## src/logic/dacr_pkg.sv

```systemverilog
/*
  Package for the diagnostic and converter configuration register bank:
  offsets, field positions, reset values and the carrier structs.
  Assumes an 8-bit register access port fed by the serial frame logic.
*/
package dacr_pkg;

  // ----------------------------------------------------------------
  // Widths
  // ----------------------------------------------------------------
  localparam int unsigned ADDR_W = 8;
  localparam int unsigned DATA_W = 8;
  localparam int unsigned NUM_CH = 4;

  // ----------------------------------------------------------------
  // Register offsets
  // ----------------------------------------------------------------
  localparam logic [7:0] OFS_ONSTATE_OPEN_LOAD_ENABLE = 8'h29;
  localparam logic [7:0] OFS_SUPPLY_SHORT_DIAG_ENABLE = 8'h2A;
  localparam logic [7:0] OFS_CURRENT_SENSE_CONV_DIS   = 8'h2B;
  localparam logic [7:0] OFS_TEMP_SENSE_CONV_DIS      = 8'h2C;
  localparam logic [7:0] OFS_VOLT_SENSE_CONV_DIS      = 8'h2D;
  localparam logic [7:0] OFS_CONVERTER_GLOBAL_CONFIG  = 8'h2E;
  localparam logic [7:0] OFS_FRAME_CHECK_CONFIG       = 8'h2F;

  // ----------------------------------------------------------------
  // Field positions and masks
  // ----------------------------------------------------------------
  localparam int unsigned CH1_BIT                = 0;
  localparam int unsigned CH4_BIT                = 3;
  localparam int unsigned GLB_SUPPLY_MEAS_DIS    = 0;
  localparam int unsigned GLB_CURRENT_DIS        = 1;
  localparam int unsigned GLB_VOLT_DIS           = 2;
  localparam int unsigned GLB_TEMP_DIS           = 3;
  localparam int unsigned FRM_CHECK_EN_BIT       = 0;
  localparam int unsigned FRM_LONG_FRAME_BIT     = 1;
  localparam logic [7:0]  CH_REG_MASK            = 8'h0F;
  localparam logic [7:0]  GLB_REG_MASK           = 8'h0F;
  localparam logic [7:0]  FRM_REG_MASK           = 8'h03;
  localparam logic [7:0]  REG_RESET              = 8'h00;
  localparam logic [7:0]  UNMAPPED_READ          = 8'h00;

  // ----------------------------------------------------------------
  // Carriers
  // ----------------------------------------------------------------
  typedef struct packed {
    logic        wr_en;
    logic        rd_en;
    logic [7:0]  addr;
    logic [7:0]  wdata;
  } dacr_req_s;

  typedef struct packed {
    logic        rd_valid;
    logic        hit;
    logic [7:0]  rdata;
  } dacr_rsp_s;

  typedef struct packed {
    logic [3:0]  onstate_open_load_en;
    logic [3:0]  supply_short_en;
  } dacr_diag_s;

  typedef struct packed {
    logic [3:0]  load_current_sense_conv;
    logic [3:0]  temperature_sense_conv;
    logic [3:0]  output_voltage_sense_conv;
    logic        supply_meas_conv;
  } dacr_conv_s;

  typedef struct packed {
    logic        long_frame_select;
    logic        frame_check_en;
  } dacr_frame_s;

endpackage

```

## src/logic/dacr_reg8.sv

```systemverilog
/*
  One 8-bit configuration register with a writable-bit mask.
  Assumes a synchronous active-low reset and a one-cycle write strobe.
*/
module dacr_reg8 #(
  parameter logic [7:0] WR_MASK   = 8'hFF,
  parameter logic [7:0] RST_VALUE = 8'h00
) (
  input  wire logic       ref_clk_i,
  input  wire logic       reset_n_i,
  input  wire logic       wr_i,
  input  wire logic [7:0] wdata_i,
  output logic      [7:0] value_o
);

  logic [7:0] value_q;
  logic [7:0] value_d;

  // Masked bits stay at reset value whatever is written
  assign value_d = wr_i ? (wdata_i & WR_MASK) : value_q;

  always_ff @(posedge ref_clk_i) begin
    if (!reset_n_i) begin
      value_q <= RST_VALUE & WR_MASK;
    end else begin
      value_q <= value_d;
    end
  end

  assign value_o = value_q;

endmodule

```

## src/logic/dacr_regs.sv

```systemverilog
/*
  Register bank for per-channel diagnostic enables, converter sequence
  disables and the serial frame check configuration.
  Assumes the serial frame logic presents decoded single-cycle reads and
  writes on the request struct, synchronous to ref_clk_i.
*/

module dacr_regs #(
  parameter int unsigned NUM_CH = dacr_pkg::NUM_CH
) (
  input  wire logic                  ref_clk_i,
  input  wire logic                  reset_n_i,
  input  wire dacr_pkg::dacr_req_s   req_i,
  output dacr_pkg::dacr_rsp_s        rsp_o,
  output dacr_pkg::dacr_diag_s       diag_o,
  output dacr_pkg::dacr_conv_s       conv_o,
  output dacr_pkg::dacr_frame_s      frame_o
);

  // ----------------------------------------------------------------
  // Elaboration check
  // ----------------------------------------------------------------
  // Channel fields are fixed at four bits in the register layout
  if (NUM_CH != 4) begin : g_bad_ch
    $error("dacr_regs supports exactly four channels");
  end

  // ----------------------------------------------------------------
  // Address decode
  // ----------------------------------------------------------------
  logic       sel_wbon;
  logic       sel_shrt;
  logic       sel_idis;
  logic       sel_tdis;
  logic       sel_vdis;
  logic       sel_glb;
  logic       sel_frm;
  logic       hit;
  logic [6:0] wr_sel;

  assign sel_wbon = req_i.addr == dacr_pkg::OFS_ONSTATE_OPEN_LOAD_ENABLE;
  assign sel_shrt = req_i.addr == dacr_pkg::OFS_SUPPLY_SHORT_DIAG_ENABLE;
  assign sel_idis = req_i.addr == dacr_pkg::OFS_CURRENT_SENSE_CONV_DIS;
  assign sel_tdis = req_i.addr == dacr_pkg::OFS_TEMP_SENSE_CONV_DIS;
  assign sel_vdis = req_i.addr == dacr_pkg::OFS_VOLT_SENSE_CONV_DIS;
  assign sel_glb  = req_i.addr == dacr_pkg::OFS_CONVERTER_GLOBAL_CONFIG;
  assign sel_frm  = req_i.addr == dacr_pkg::OFS_FRAME_CHECK_CONFIG;
  assign hit      = sel_wbon | sel_shrt | sel_idis | sel_tdis | sel_vdis | sel_glb | sel_frm;

  assign wr_sel = {7{req_i.wr_en}}
                & {sel_frm, sel_glb, sel_vdis, sel_tdis, sel_idis, sel_shrt, sel_wbon};

  // ----------------------------------------------------------------
  // Register storage
  // ----------------------------------------------------------------
  logic [7:0] wbon_val;
  logic [7:0] shrt_val;
  logic [7:0] idis_val;
  logic [7:0] tdis_val;
  logic [7:0] vdis_val;
  logic [7:0] glb_val;
  logic [7:0] frm_val;

  // Upper nibble masked off so reserved bits never store
  dacr_reg8 #(
    .WR_MASK   (dacr_pkg::CH_REG_MASK),
    .RST_VALUE (dacr_pkg::REG_RESET)
  ) u_wbon (
    .ref_clk_i (ref_clk_i),
    .reset_n_i (reset_n_i),
    .wr_i      (wr_sel[0]),
    .wdata_i   (req_i.wdata),
    .value_o   (wbon_val)
  );

  dacr_reg8 #(
    .WR_MASK   (dacr_pkg::CH_REG_MASK),
    .RST_VALUE (dacr_pkg::REG_RESET)
  ) u_shrt (
    .ref_clk_i (ref_clk_i),
    .reset_n_i (reset_n_i),
    .wr_i      (wr_sel[1]),
    .wdata_i   (req_i.wdata),
    .value_o   (shrt_val)
  );

  dacr_reg8 #(
    .WR_MASK   (dacr_pkg::CH_REG_MASK),
    .RST_VALUE (dacr_pkg::REG_RESET)
  ) u_idis (
    .ref_clk_i (ref_clk_i),
    .reset_n_i (reset_n_i),
    .wr_i      (wr_sel[2]),
    .wdata_i   (req_i.wdata),
    .value_o   (idis_val)
  );

  dacr_reg8 #(
    .WR_MASK   (dacr_pkg::CH_REG_MASK),
    .RST_VALUE (dacr_pkg::REG_RESET)
  ) u_tdis (
    .ref_clk_i (ref_clk_i),
    .reset_n_i (reset_n_i),
    .wr_i      (wr_sel[3]),
    .wdata_i   (req_i.wdata),
    .value_o   (tdis_val)
  );

  dacr_reg8 #(
    .WR_MASK   (dacr_pkg::CH_REG_MASK),
    .RST_VALUE (dacr_pkg::REG_RESET)
  ) u_vdis (
    .ref_clk_i (ref_clk_i),
    .reset_n_i (reset_n_i),
    .wr_i      (wr_sel[4]),
    .wdata_i   (req_i.wdata),
    .value_o   (vdis_val)
  );

  dacr_reg8 #(
    .WR_MASK   (dacr_pkg::GLB_REG_MASK),
    .RST_VALUE (dacr_pkg::REG_RESET)
  ) u_glb (
    .ref_clk_i (ref_clk_i),
    .reset_n_i (reset_n_i),
    .wr_i      (wr_sel[5]),
    .wdata_i   (req_i.wdata),
    .value_o   (glb_val)
  );

  // Only the two frame bits store; 7..2 read zero
  dacr_reg8 #(
    .WR_MASK   (dacr_pkg::FRM_REG_MASK),
    .RST_VALUE (dacr_pkg::REG_RESET)
  ) u_frm (
    .ref_clk_i (ref_clk_i),
    .reset_n_i (reset_n_i),
    .wr_i      (wr_sel[6]),
    .wdata_i   (req_i.wdata),
    .value_o   (frm_val)
  );

  // ----------------------------------------------------------------
  // Read path
  // ----------------------------------------------------------------
  logic [7:0]          rdata_mux;
  dacr_pkg::dacr_rsp_s rsp_q;
  dacr_pkg::dacr_rsp_s rsp_d;

  assign rdata_mux = sel_wbon ? wbon_val :
                     sel_shrt ? shrt_val :
                     sel_idis ? idis_val :
                     sel_tdis ? tdis_val :
                     sel_vdis ? vdis_val :
                     sel_glb  ? glb_val  :
                     sel_frm  ? frm_val  : dacr_pkg::UNMAPPED_READ;

  // Data held until the next read so the frame logic can sample late
  assign rsp_d.rd_valid = req_i.rd_en;
  assign rsp_d.hit      = req_i.rd_en ? hit : rsp_q.hit;
  assign rsp_d.rdata    = req_i.rd_en ? rdata_mux : rsp_q.rdata;

  always_ff @(posedge ref_clk_i) begin
    if (!reset_n_i) begin
      rsp_q <= '0;
    end else begin
      rsp_q <= rsp_d;
    end
  end

  assign rsp_o = rsp_q;

  // ----------------------------------------------------------------
  // Diagnostic enables
  // ----------------------------------------------------------------
  // Channel n sits on bit n-1, channel 4 on bit 3
  assign diag_o.onstate_open_load_en = wbon_val[dacr_pkg::CH4_BIT:dacr_pkg::CH1_BIT];
  assign diag_o.supply_short_en      = shrt_val[dacr_pkg::CH4_BIT:dacr_pkg::CH1_BIT];

  // ----------------------------------------------------------------
  // Conversion enables
  // ----------------------------------------------------------------
  // Global disable overrides any per-channel enable
  assign conv_o.load_current_sense_conv =
    ~idis_val[dacr_pkg::CH4_BIT:dacr_pkg::CH1_BIT]
    & {4{~glb_val[dacr_pkg::GLB_CURRENT_DIS]}};
  assign conv_o.temperature_sense_conv =
    ~tdis_val[dacr_pkg::CH4_BIT:dacr_pkg::CH1_BIT]
    & {4{~glb_val[dacr_pkg::GLB_TEMP_DIS]}};
  assign conv_o.output_voltage_sense_conv =
    ~vdis_val[dacr_pkg::CH4_BIT:dacr_pkg::CH1_BIT]
    & {4{~glb_val[dacr_pkg::GLB_VOLT_DIS]}};
  assign conv_o.supply_meas_conv = ~glb_val[dacr_pkg::GLB_SUPPLY_MEAS_DIS];

  // ----------------------------------------------------------------
  // Frame configuration
  // ----------------------------------------------------------------
  // Frame logic must apply these from the next frame on, not mid-frame
  assign frame_o.long_frame_select = frm_val[dacr_pkg::FRM_LONG_FRAME_BIT];
  assign frame_o.frame_check_en    = frm_val[dacr_pkg::FRM_CHECK_EN_BIT];

endmodule

```

## config.mk

```make
export PLATFORM = sky130hd
export DESIGN_NAME = dacr_regs
export DESIGN_NICKNAME = d
export VERILOG_FILES = /design/src/logic/dacr_pkg.sv /design/src/logic/dacr_reg8.sv /design/src/logic/dacr_regs.sv
export SDC_FILE = /design/constraint.sdc
export NUM_CORES = 1
export LEC_CHECK = 0
export BUFFER_PORTS_ARGS = -buffer_cell sky130_fd_sc_hd__buf_2
export CORE_UTILIZATION = 40
export CTS_CLUSTER_SIZE = 10
export DETAILED_ROUTE_END_ITERATION = 16
export PLACE_DENSITY = 0.66
export RECOVER_POWER = 25
export SLEW_MARGIN = 20
export SYNTH_ARGS = -nofsm -noshare
export SYNTH_HDL_FRONTEND = slang
export SYNTH_SLANG_ARGS = --single-unit
```

## constraint.sdc

```tcl
create_clock -name ref_clk_i -period 3.86 [get_ports ref_clk_i]
set_clock_uncertainty 0.2 [all_clocks]
set_input_delay 0.772 -clock ref_clk_i [delete_from_list [all_inputs] [get_ports ref_clk_i]]
set_output_delay 0.772 -clock ref_clk_i [all_outputs]
set_load 0.01 [all_outputs]
```

==> results of run 1 <==
[final timing paths]
path / start / endpoint / cells past startpoint
worst min register to register: rsp_o[3] / rsp_o[3] / 2
worst max register to register: u_idis.value_o[1] / rsp_o[1] / 4
worst max-delay path: req_i[12] / rsp_o[1] / 5
worst min-delay path: rsp_o[3] / rsp_o[3] / 2
[cells by family (layout without fill, tap and decap cells)]
kind of cell | after synthesis | in the layout | share of synthesized area
DFF | 32 | 32 | 0.407
and+or+nand+nor | 74 | 74 | 0.226
other | 1 | 4 | 0.00238
buffers and inverters | 21 | 58 | 0.0652
AOI/OAI and AO/OA | 18 | 18 | 0.0811
muxes | 34 | 34 | 0.219
[final cells by class]
| class | instances | area [µm²] |
|---|---|---|
| Sequential cell | 32 | 641 |
| Clock buffer | 6 | 72.6 |
| Timing Repair Buffer | 45 | 209 |
| Multi-Input combinational cell | 130 | 842 |
| Fill cell | 374 | 1860 |
| Clock inverter | 1 | 5.00 |
| Inverter | 6 | 22.5 |
| Tap cell | 48 | 60.1 |
[where the power goes]
group           total, W  leakage, nW  internal [W]  switching [W]
sequential      0.000332        0.258      0.000331    0.000000469
clock           0.000236       0.0410      0.000122       0.000114
combinational  0.0000464        0.486     0.0000151      0.0000313
total           0.000614        0.785      0.000468       0.000146
[placed cells by master, fill, tap and decap left out, types with 4 or more instances in the layout]
cell,instances
a21oi_1,6
buf_2,29
clkbuf_1,16
clkbuf_8,5
conb_1,4
dfxtp_1,32
inv_1,5
mux2i_1,31
nand2_1,18
nand3_1,4
nor2_1,30
nor2b_1,6
[stage by stage]
| stage | instance area (µm²) | utilization |
|---|---|---|
| 2_1_floorplan | 1590 | - |
| 3_3_place_gp | 1790 | 0.482 |
| 3_5_place_dp | 1790 | 0.482 |
| 4_1_cts | 1870 | 0.503 |
| 5_1_grt | 1850 | 0.498 |
| 6_report | 1850 | 0.498 |
[per-layer routing]
metal,GRT usage,vias up
met5,0,-
met4,0.108,0
met3,0.0387,8
met2,0.279,37
met1,0.255,635
li1,-,696
[flip-flops by register name (all words and copies together), names as in the netlist]
| register | flops |
|---|---|
| rsp_o | 6 |
| u_frm.value_o | 2 |
| u_glb.value_o | 4 |
| u_idis.value_o | 4 |
| u_shrt.value_o | 4 |
| u_tdis.value_o | 4 |
| u_vdis.value_o | 4 |
| u_wbon.value_o | 4 |
[worst max-delay path: stages]
cell and delay, ns:
buf_2 0.10, or4b_1 0.66, nor4_1 0.58, a31oi_1 0.20, o32ai_1 0.15
==> results.py, run 1 <==
metrics = {
    "run_status": {
        "status": "completed",
    },
    "global_routing": {
        "grtUsageTotal": 0.190,
        "grt_max_degree": 19,
        "grt_pass1_vias": 1218,
        "antenna_found_initial": 0,
        "grt_first_pass_wirelength_mm": 5.89,
        "overflow": 0,
    },
    "sta": {
        "slew_headroom": 0.504,
        "rsz0062_at_grt": "no",
        "worst_pin_slew_ns": 0.743,
        "setup_tns_ns": 0,
        "fin_ws_ns": 1.39,
        "fin_crit_ns": 2.47,
        "setup_viol": 0,
        "slew_violations": 0,
        "hold_ws_ns": 0.275,
        "fmax_mhz": 404,
        "hold_violations": 0,
        "period_share": 0.641,
    },
    "synthesis": {
        "post-synth-top-count-cell": "dfxtp_1",
        "synth_area_leaders": "dfxtp_1, mux2i_1, nor2_1",
        "synthTopCellsByCount": "dfxtp_1, mux2i_1, nor2_1",
        "netlist_area_mm2": 0.00157,
        "synth_seq_area_share": 0.407,
        "avgSynthCellArea_um2": 8.74,
        "yosysTopAreaCellShare": 0.407,
        "ys_warn_count": 0,
        "ys_types": 33,
        "synth_top_cell_by_area": "dfxtp_1",
        "synth_flop_cell": "dfxtp_1",
        "ys_ff_latch": 32,
        "syn_inst": 180,
        "synth-edff-count": 0,
        "synthArstFlopShare": 0,
    },
    "drt": {
        "wl_mm": 3.66,
        "drt-pass1-iter-count": 4,
        "top_layer": "met4",
        "met1Wirelength_mm": 1.83,
        "route.met2.wl_mm": 1.59,
        "drt-wirelength-per-cell_um": 13.6,
        "postRouteAntennaNets": 0,
        "dr.first_iter.drc_count": 58,
        "drc": 0,
        "via_count": 1376,
        "via_per_inst": 5.13,
        "wl_met3_um": 164,
    },
    "layout": {
        "fin_nets": 240,
        "area_delta_synth_final_pct": 17.6,
        "drive_above_1_share": 0.191,
        "final_cells": 268,
        "n_antenna_cell": 0,
    },
    "clock_network": {
        "clk_pin_slew_worst_paths_ns": 0.06,
        "clk_latency_ns": 0.28,
        "cts_hold_buf": 0,
        "cts-root-buf": "clkbuf_8",
        "htree_levels": 2,
        "clockBufferDepth": 2,
        "ctsResizeCount": 0,
        "clock_sinks": 32,
        "numCtsBuffers": 5,
        "post_cts_buffers": 0,
        "cts_tree": "built",
    },
    "floorplan": {
        "die_area_mm2": 0.00419,
        "io_pins": 53,
        "die_h_um": 64.7,
        "initial_core_util": 0.424,
        "die_w_um": 64.7,
        "core_area_mm2": 0.00372,
        "rows": 22,
    },
    "placed_design": {
        "io_buffers": 44,
        "dpl.hpwl_mm": 2.67,
        "dp_cells": 261,
        "preCtsSetupSlack_ns": 1.10,
        "place_congestion": 0.803,
    },
    "pwr": {
        "report.power.total_w": 0.000614,
        "p_per_area_mw_per_mm2": 332,
        "p_leak_nw": 0.785,
        "vdd_ir_drop_max_mv": 0.121,
    },
    "flow_run": {
        "max_cap_violations": 0,
    },
    "critical_path": {
        "worstPathRequired_ns": 3.85,
        "path_max_fanout": 6,
        "reg2reg_slack_ns": 2.49,
        "worstSetupPathType": "in2reg",
        "crit_arrival_ns": 2.46,
        "crit_path_end_kind": "flop",
        "critPathLaunchType": "input pin",
    },
    "min_path": {
        "min_path_type": "reg2reg",
    },
}
(Power assumes the default switching activity.)
==> inputs of run 2 (changes only) <==
clock period = 2.5 ns   (was 3.86 ns; I/O delays follow)
==> results.py, run 2 (synthesized netlist as in run 1, its figures left out) <==
metrics = {
    "run_status": {
        "status": "completed",
    },
    "pwr": {
        "switching_share": 0.238,
        "power_frac_clock": 0.385,
        "pwr-share-seq": 0.539,
        "power.switching_w": 0.000226,
        "combPwrFrac": 0.077,
        "report.power.total_w": 0.000951,
        "p_per_area_mw_per_mm2": 505,
        "p_leak_nw": 0.807,
        "vdd_ir_drop_max_mv": 0.271,
        "p_int_w": 0.000725,
    },
    "clock_network": {
        "clk_pin_slew_worst_paths_ns": 0.07,
        "cts_tree": "built",
        "htree_levels": 2,
        "clockBufferDepth": 2,
        "cts-root-buf": "clkbuf_8",
        "clock_sinks": 32,
        "ctsResizeCount": 0,
        "clk_latency_ns": 0.28,
        "post_cts_buffers": 0,
        "numCtsBuffers": 5,
        "cts_hold_buf": 0,
    },
    "critical_path": {
        "worstPathRequired_ns": 2.47,
        "crit_arrival_ns": 2.09,
        "crit_path_end_kind": "flop",
        "path_max_fanout": 6,
        "critPathLaunchType": "input pin",
        "worstSetupPathType": "in2reg",
    },
    "drt": {
        "wl_mm": 3.73,
        "postRouteAntennaNets": 0,
        "via_per_inst": 5.13,
        "drt-pass1-iter-count": 4,
        "drt-wirelength-per-cell_um": 13.7,
        "dr.first_iter.drc_count": 78,
        "drc": 0,
        "via_count": 1396,
    },
    "floorplan": {
        "die_w_um": 64.7,
        "die_area_mm2": 0.00419,
        "io_pins": 53,
        "core_area_mm2": 0.00372,
        "rows": 22,
        "die_h_um": 64.7,
        "initial_core_util": 0.424,
    },
    "min_path": {
        "min_path_type": "reg2reg",
    },
    "sta": {
        "hold_ws_ns": 0.280,
        "setup_tns_ns": 0,
        "hold_violations": 0,
        "fin_crit_ns": 2.12,
        "fmax_mhz": 471,
        "slew_violations": 0,
        "rsz0062_at_grt": "no",
        "period_share": 0.848,
        "setup_viol": 0,
    },
    "global_routing": {
        "grt_max_degree": 19,
        "grt_first_pass_wirelength_mm": 5.84,
        "grt_pass1_vias": 1207,
        "overflow": 0,
        "grtUsageTotal": 0.185,
        "antenna_found_initial": 0,
    },
    "layout": {
        "largest_reg_flops": 6,
        "most-common-layout-cells": "dfxtp_1, mux2i_1, nor2_1",
        "n_antenna_cell": 0,
        "drive_above_1_share": 0.205,
        "layout_commonest_cell": "dfxtp_1",
        "area_delta_synth_final_pct": 19.6,
        "fin_nets": 244,
    },
    "placed_design": {
        "io_buffers": 44,
        "place_congestion": 0.821,
        "dpl.hpwl_mm": 2.72,
    },
    "flow_run": {
        "max_cap_violations": 0,
    },
}
-- run 2: path summary, 6_finish.rpt --
path,startpoint,slack [ns],end,cells past startpoint
worst max-delay path,req_i[12],0.38,u_tdis.value_o[3],5
worst min register to register,rsp_o[3],0.28,rsp_o[3],2
worst max register to register,u_idis.value_o[0],1.12,rsp_o[0],4
worst min-delay path,rsp_o[3],0.28,rsp_o[3],2
-- run 2: routing by layer --
layer  global-route usage  vias up  wire length, µm
met5                    0        -                0
met4               0.0833        0               54
met3               0.0458        5              249
met2                0.271       44             1690
met1                0.253      654             1730
li1                     -      693                -
-- run 2: critical path, cell delays in order --
cell and delay (ns):
buf_2 0.10, or4b_1 0.67, or4_4 0.59, mux2i_1 0.18, nor2_1 0.05
-- run 2: through the flow --
step / instances / setup slack (ns) / util / area, µm²
floorplan: 183 / 0.233 / - / 1590
global placement: 265 / 0.119 / 0.491 / 1820
detailed placement: 265 / 0.107 / 0.491 / 1820
CTS: 272 / 0.399 / 0.511 / 1900
global route: 272 / 0.348 / 0.506 / 1880
finish: 272 / 0.379 / 0.506 / 1880
-- run 2: area by class of cell --
class	instances	area, µm²
Inverter	6	22.5
Fill cell	391	1830
Clock buffer	6	72.6
Clock inverter	1	5.00
Multi-Input combinational cell	130	842
Sequential cell	32	641
Tap cell	48	60.1
Timing Repair Buffer	49	239
-- run 2: power groups by stage --
stage | clock network, W | logic [W] | registers (W)
floorplan | 0 | 0.0000447 | 0.000524
global placement | 0 | 0.0000729 | 0.000523
detailed placement | 0 | 0.0000729 | 0.000523
CTS | 0.000376 | 0.0000732 | 0.000512
global route | 0.000400 | 0.0000797 | 0.000512
finish | 0.000366 | 0.0000731 | 0.000512
==> inputs of run 3 (changes only) <==
PLACE_DENSITY = 0.68   (was 0.66)
clock period = 1.7 ns   (was 2.5 ns; I/O delays follow)
==> results.py, run 3 (synthesized netlist as in run 1, its figures left out) <==
metrics = {
    "run_status": {
        "status": "finished with violations",
        "violations": "setup timing",
    },
    "layout": {
        "drive_above_1_share": 0.298,
        "largest_reg_flops": 6,
        "n_antenna_cell": 0,
        "most-common-layout-cells": "buf_2, dfxtp_1, mux2i_1",
        "layout_commonest_cell": "buf_2",
        "fin_area_mm2": 0.00205,
        "final_util": 0.552,
        "fin_nets": 255,
        "area_delta_synth_final_pct": 30.4,
    },
    "critical_path": {
        "max_stage_delay_ns": 0.56,
        "reg2reg_depth": 4,
        "reg2reg_slack_ns": 0.33,
        "worstSetupPathType": "in2reg",
        "crit_slowest_cell": "or4b_4",
        "r2r-start": "u_idis.value_o[1]",
        "crit_path_end_kind": "flop",
        "path_delay_family": "simple AND/OR/NAND/NOR gates",
        "worstPathRequired_ns": 1.67,
        "cp.buffers_inverters": 1,
        "reg2reg_to": "rsp_o[1]",
        "crit_chain": "buf_6, or4b_4, or4_4, mux2i_1, nor2_1",
        "critPathLaunchType": "input pin",
        "path_max_fanout": 4,
        "crit_arrival_ns": 1.75,
    },
    "sta": {
        "fin_crit_ns": 1.77,
        "period_share": 1.04,
        "slew_violations": 0,
        "hold_ws_ns": 0.127,
        "setup_viol": 16,
        "rsz0062_at_grt": "yes",
        "fmax_mhz": 564,
        "hold_violations": 0,
        "fin_ws_ns": -0.0735,
    },
    "floorplan": {
        "core_area_mm2": 0.00372,
        "rows": 22,
        "die_h_um": 64.7,
        "die_area_mm2": 0.00419,
        "io_pins": 53,
        "die_w_um": 64.7,
        "initial_core_util": 0.424,
    },
    "drt": {
        "via_per_inst": 5.17,
        "drc": 0,
        "wl_mm": 3.98,
        "dr.first_iter.drc_count": 73,
        "drt-wirelength-per-cell_um": 14.0,
        "drt-pass1-iter-count": 4,
        "via_count": 1464,
        "postRouteAntennaNets": 0,
    },
    "clock_network": {
        "clk_latency_ns": 0.28,
        "cts_tree": "built",
        "cts-root-buf": "clkbuf_8",
        "clockBufferDepth": 2,
        "cts_hold_buf": 0,
        "clock_sinks": 32,
        "htree_levels": 2,
        "post_cts_buffers": 0,
        "clk_pin_slew_worst_paths_ns": 0.06,
        "numCtsBuffers": 5,
    },
    "placed_design": {
        "place_area_mm2": 0.00193,
        "io_buffers": 44,
        "dpl.hpwl_mm": 2.90,
        "place_congestion": 0.783,
    },
    "min_path": {
        "holdPathEnd": "rsp_o[9]",
        "min_path_type": "in2reg",
        "min_path_cells": 3,
        "hold_start": "reset_n_i",
    },
    "flow_run": {
        "max_cap_violations": 0,
    },
    "global_routing": {
        "grt_max_degree": 19,
        "grtUsageTotal": 0.199,
        "grt_pass1_vias": 1283,
        "antenna_found_initial": 0,
        "grt_first_pass_wirelength_mm": 6.28,
        "overflow": 0,
    },
    "pwr": {
        "p_leak_nw": 0.928,
        "vdd_ir_drop_max_mv": 0.438,
        "p_per_area_mw_per_mm2": 697,
        "report.power.total_w": 0.00143,
    },
}
-- run 3: cell count changes in the layout (fill, tap and decap cells not counted), moves of 2 or more --
| cell | change |
|---|---|
| buf_2 | +5 |
| nor3_4 | +2 |
| or3_4 | +3 |
| or3_1 | -3 |
| clkbuf_1 | -7 |
| buf_6 | +5 |
| buf_4 | +7 |
-- run 3: repair_timing --
action,4_1_cts,5_1_grt
resized for setup,6,5
pin swaps,9,7
hold endpoints to repair,0,0
setup endpoints to repair,28,29
-- run 3: area by class of cell --
cell class	count	area, µm²
fillers	360	1660
multi-input cells	130	885
flip-flops and latches	32	641
repair buffers	60	367
clock buffers	6	72.6
well taps	48	60.1
inverters	6	22.5
clock inverters	1	5.00
-- run 3: per-layer routing --
metal  vias up  wire length [µm]  global-route usage  part of all wire
li1        722                 -                   -                 -
met1       700              1920               0.271              0.48
met2        36              1820               0.299              0.46
met3         6               168              0.0511             0.042
met4         0                63              0.0750             0.016
met5         -                 0                   0                 0
-- run 3: worst max-delay path by stage --
stage | start | endpoint | slack, ns | cells past startpoint
6_report | req_i[12] | u_tdis.value_o[1] | -0.07 | 5
5_1_grt | req_i[12] | u_glb.value_o[3] | -0.13 | 7
4_1_cts | req_i[15] | u_tdis.value_o[2] | -0.05 | 5
3_5_place_dp | req_i[12] | u_tdis.value_o[2] | -0.41 | 5
3_3_place_gp | req_i[12] | u_tdis.value_o[1] | -0.37 | 5
2_1_floorplan | req_i[12] | u_tdis.value_o[0] | -0.40 | 6
-- run 3: worst min-delay path, cell delays in order --
cell and delay (ns):
buf_2 0.12, clkinv_1 0.06, nor2_1 0.05
-- run 3: metrics by stage --
step | setup WS [ns] | std cells | TNS (ns)
6_report | -0.0735 | 283 | -0.456
5_1_grt | -0.129 | 283 | -1.94
4_1_cts | -0.0464 | 283 | -0.413
3_5_place_dp | -0.413 | 276 | -10.48
3_3_place_gp | -0.369 | 276 | -9.84
2_1_floorplan | -0.401 | 183 | -4.24
-- run 3: where the power goes --
| part | switching (W) | internal (W) | total (W) |
|---|---|---|---|
| clock | 0.000263 | 0.000278 | 0.000541 |
| combinational | 0.0000809 | 0.0000553 | 0.000136 |
| sequential | 0.00000106 | 0.000752 | 0.000753 |
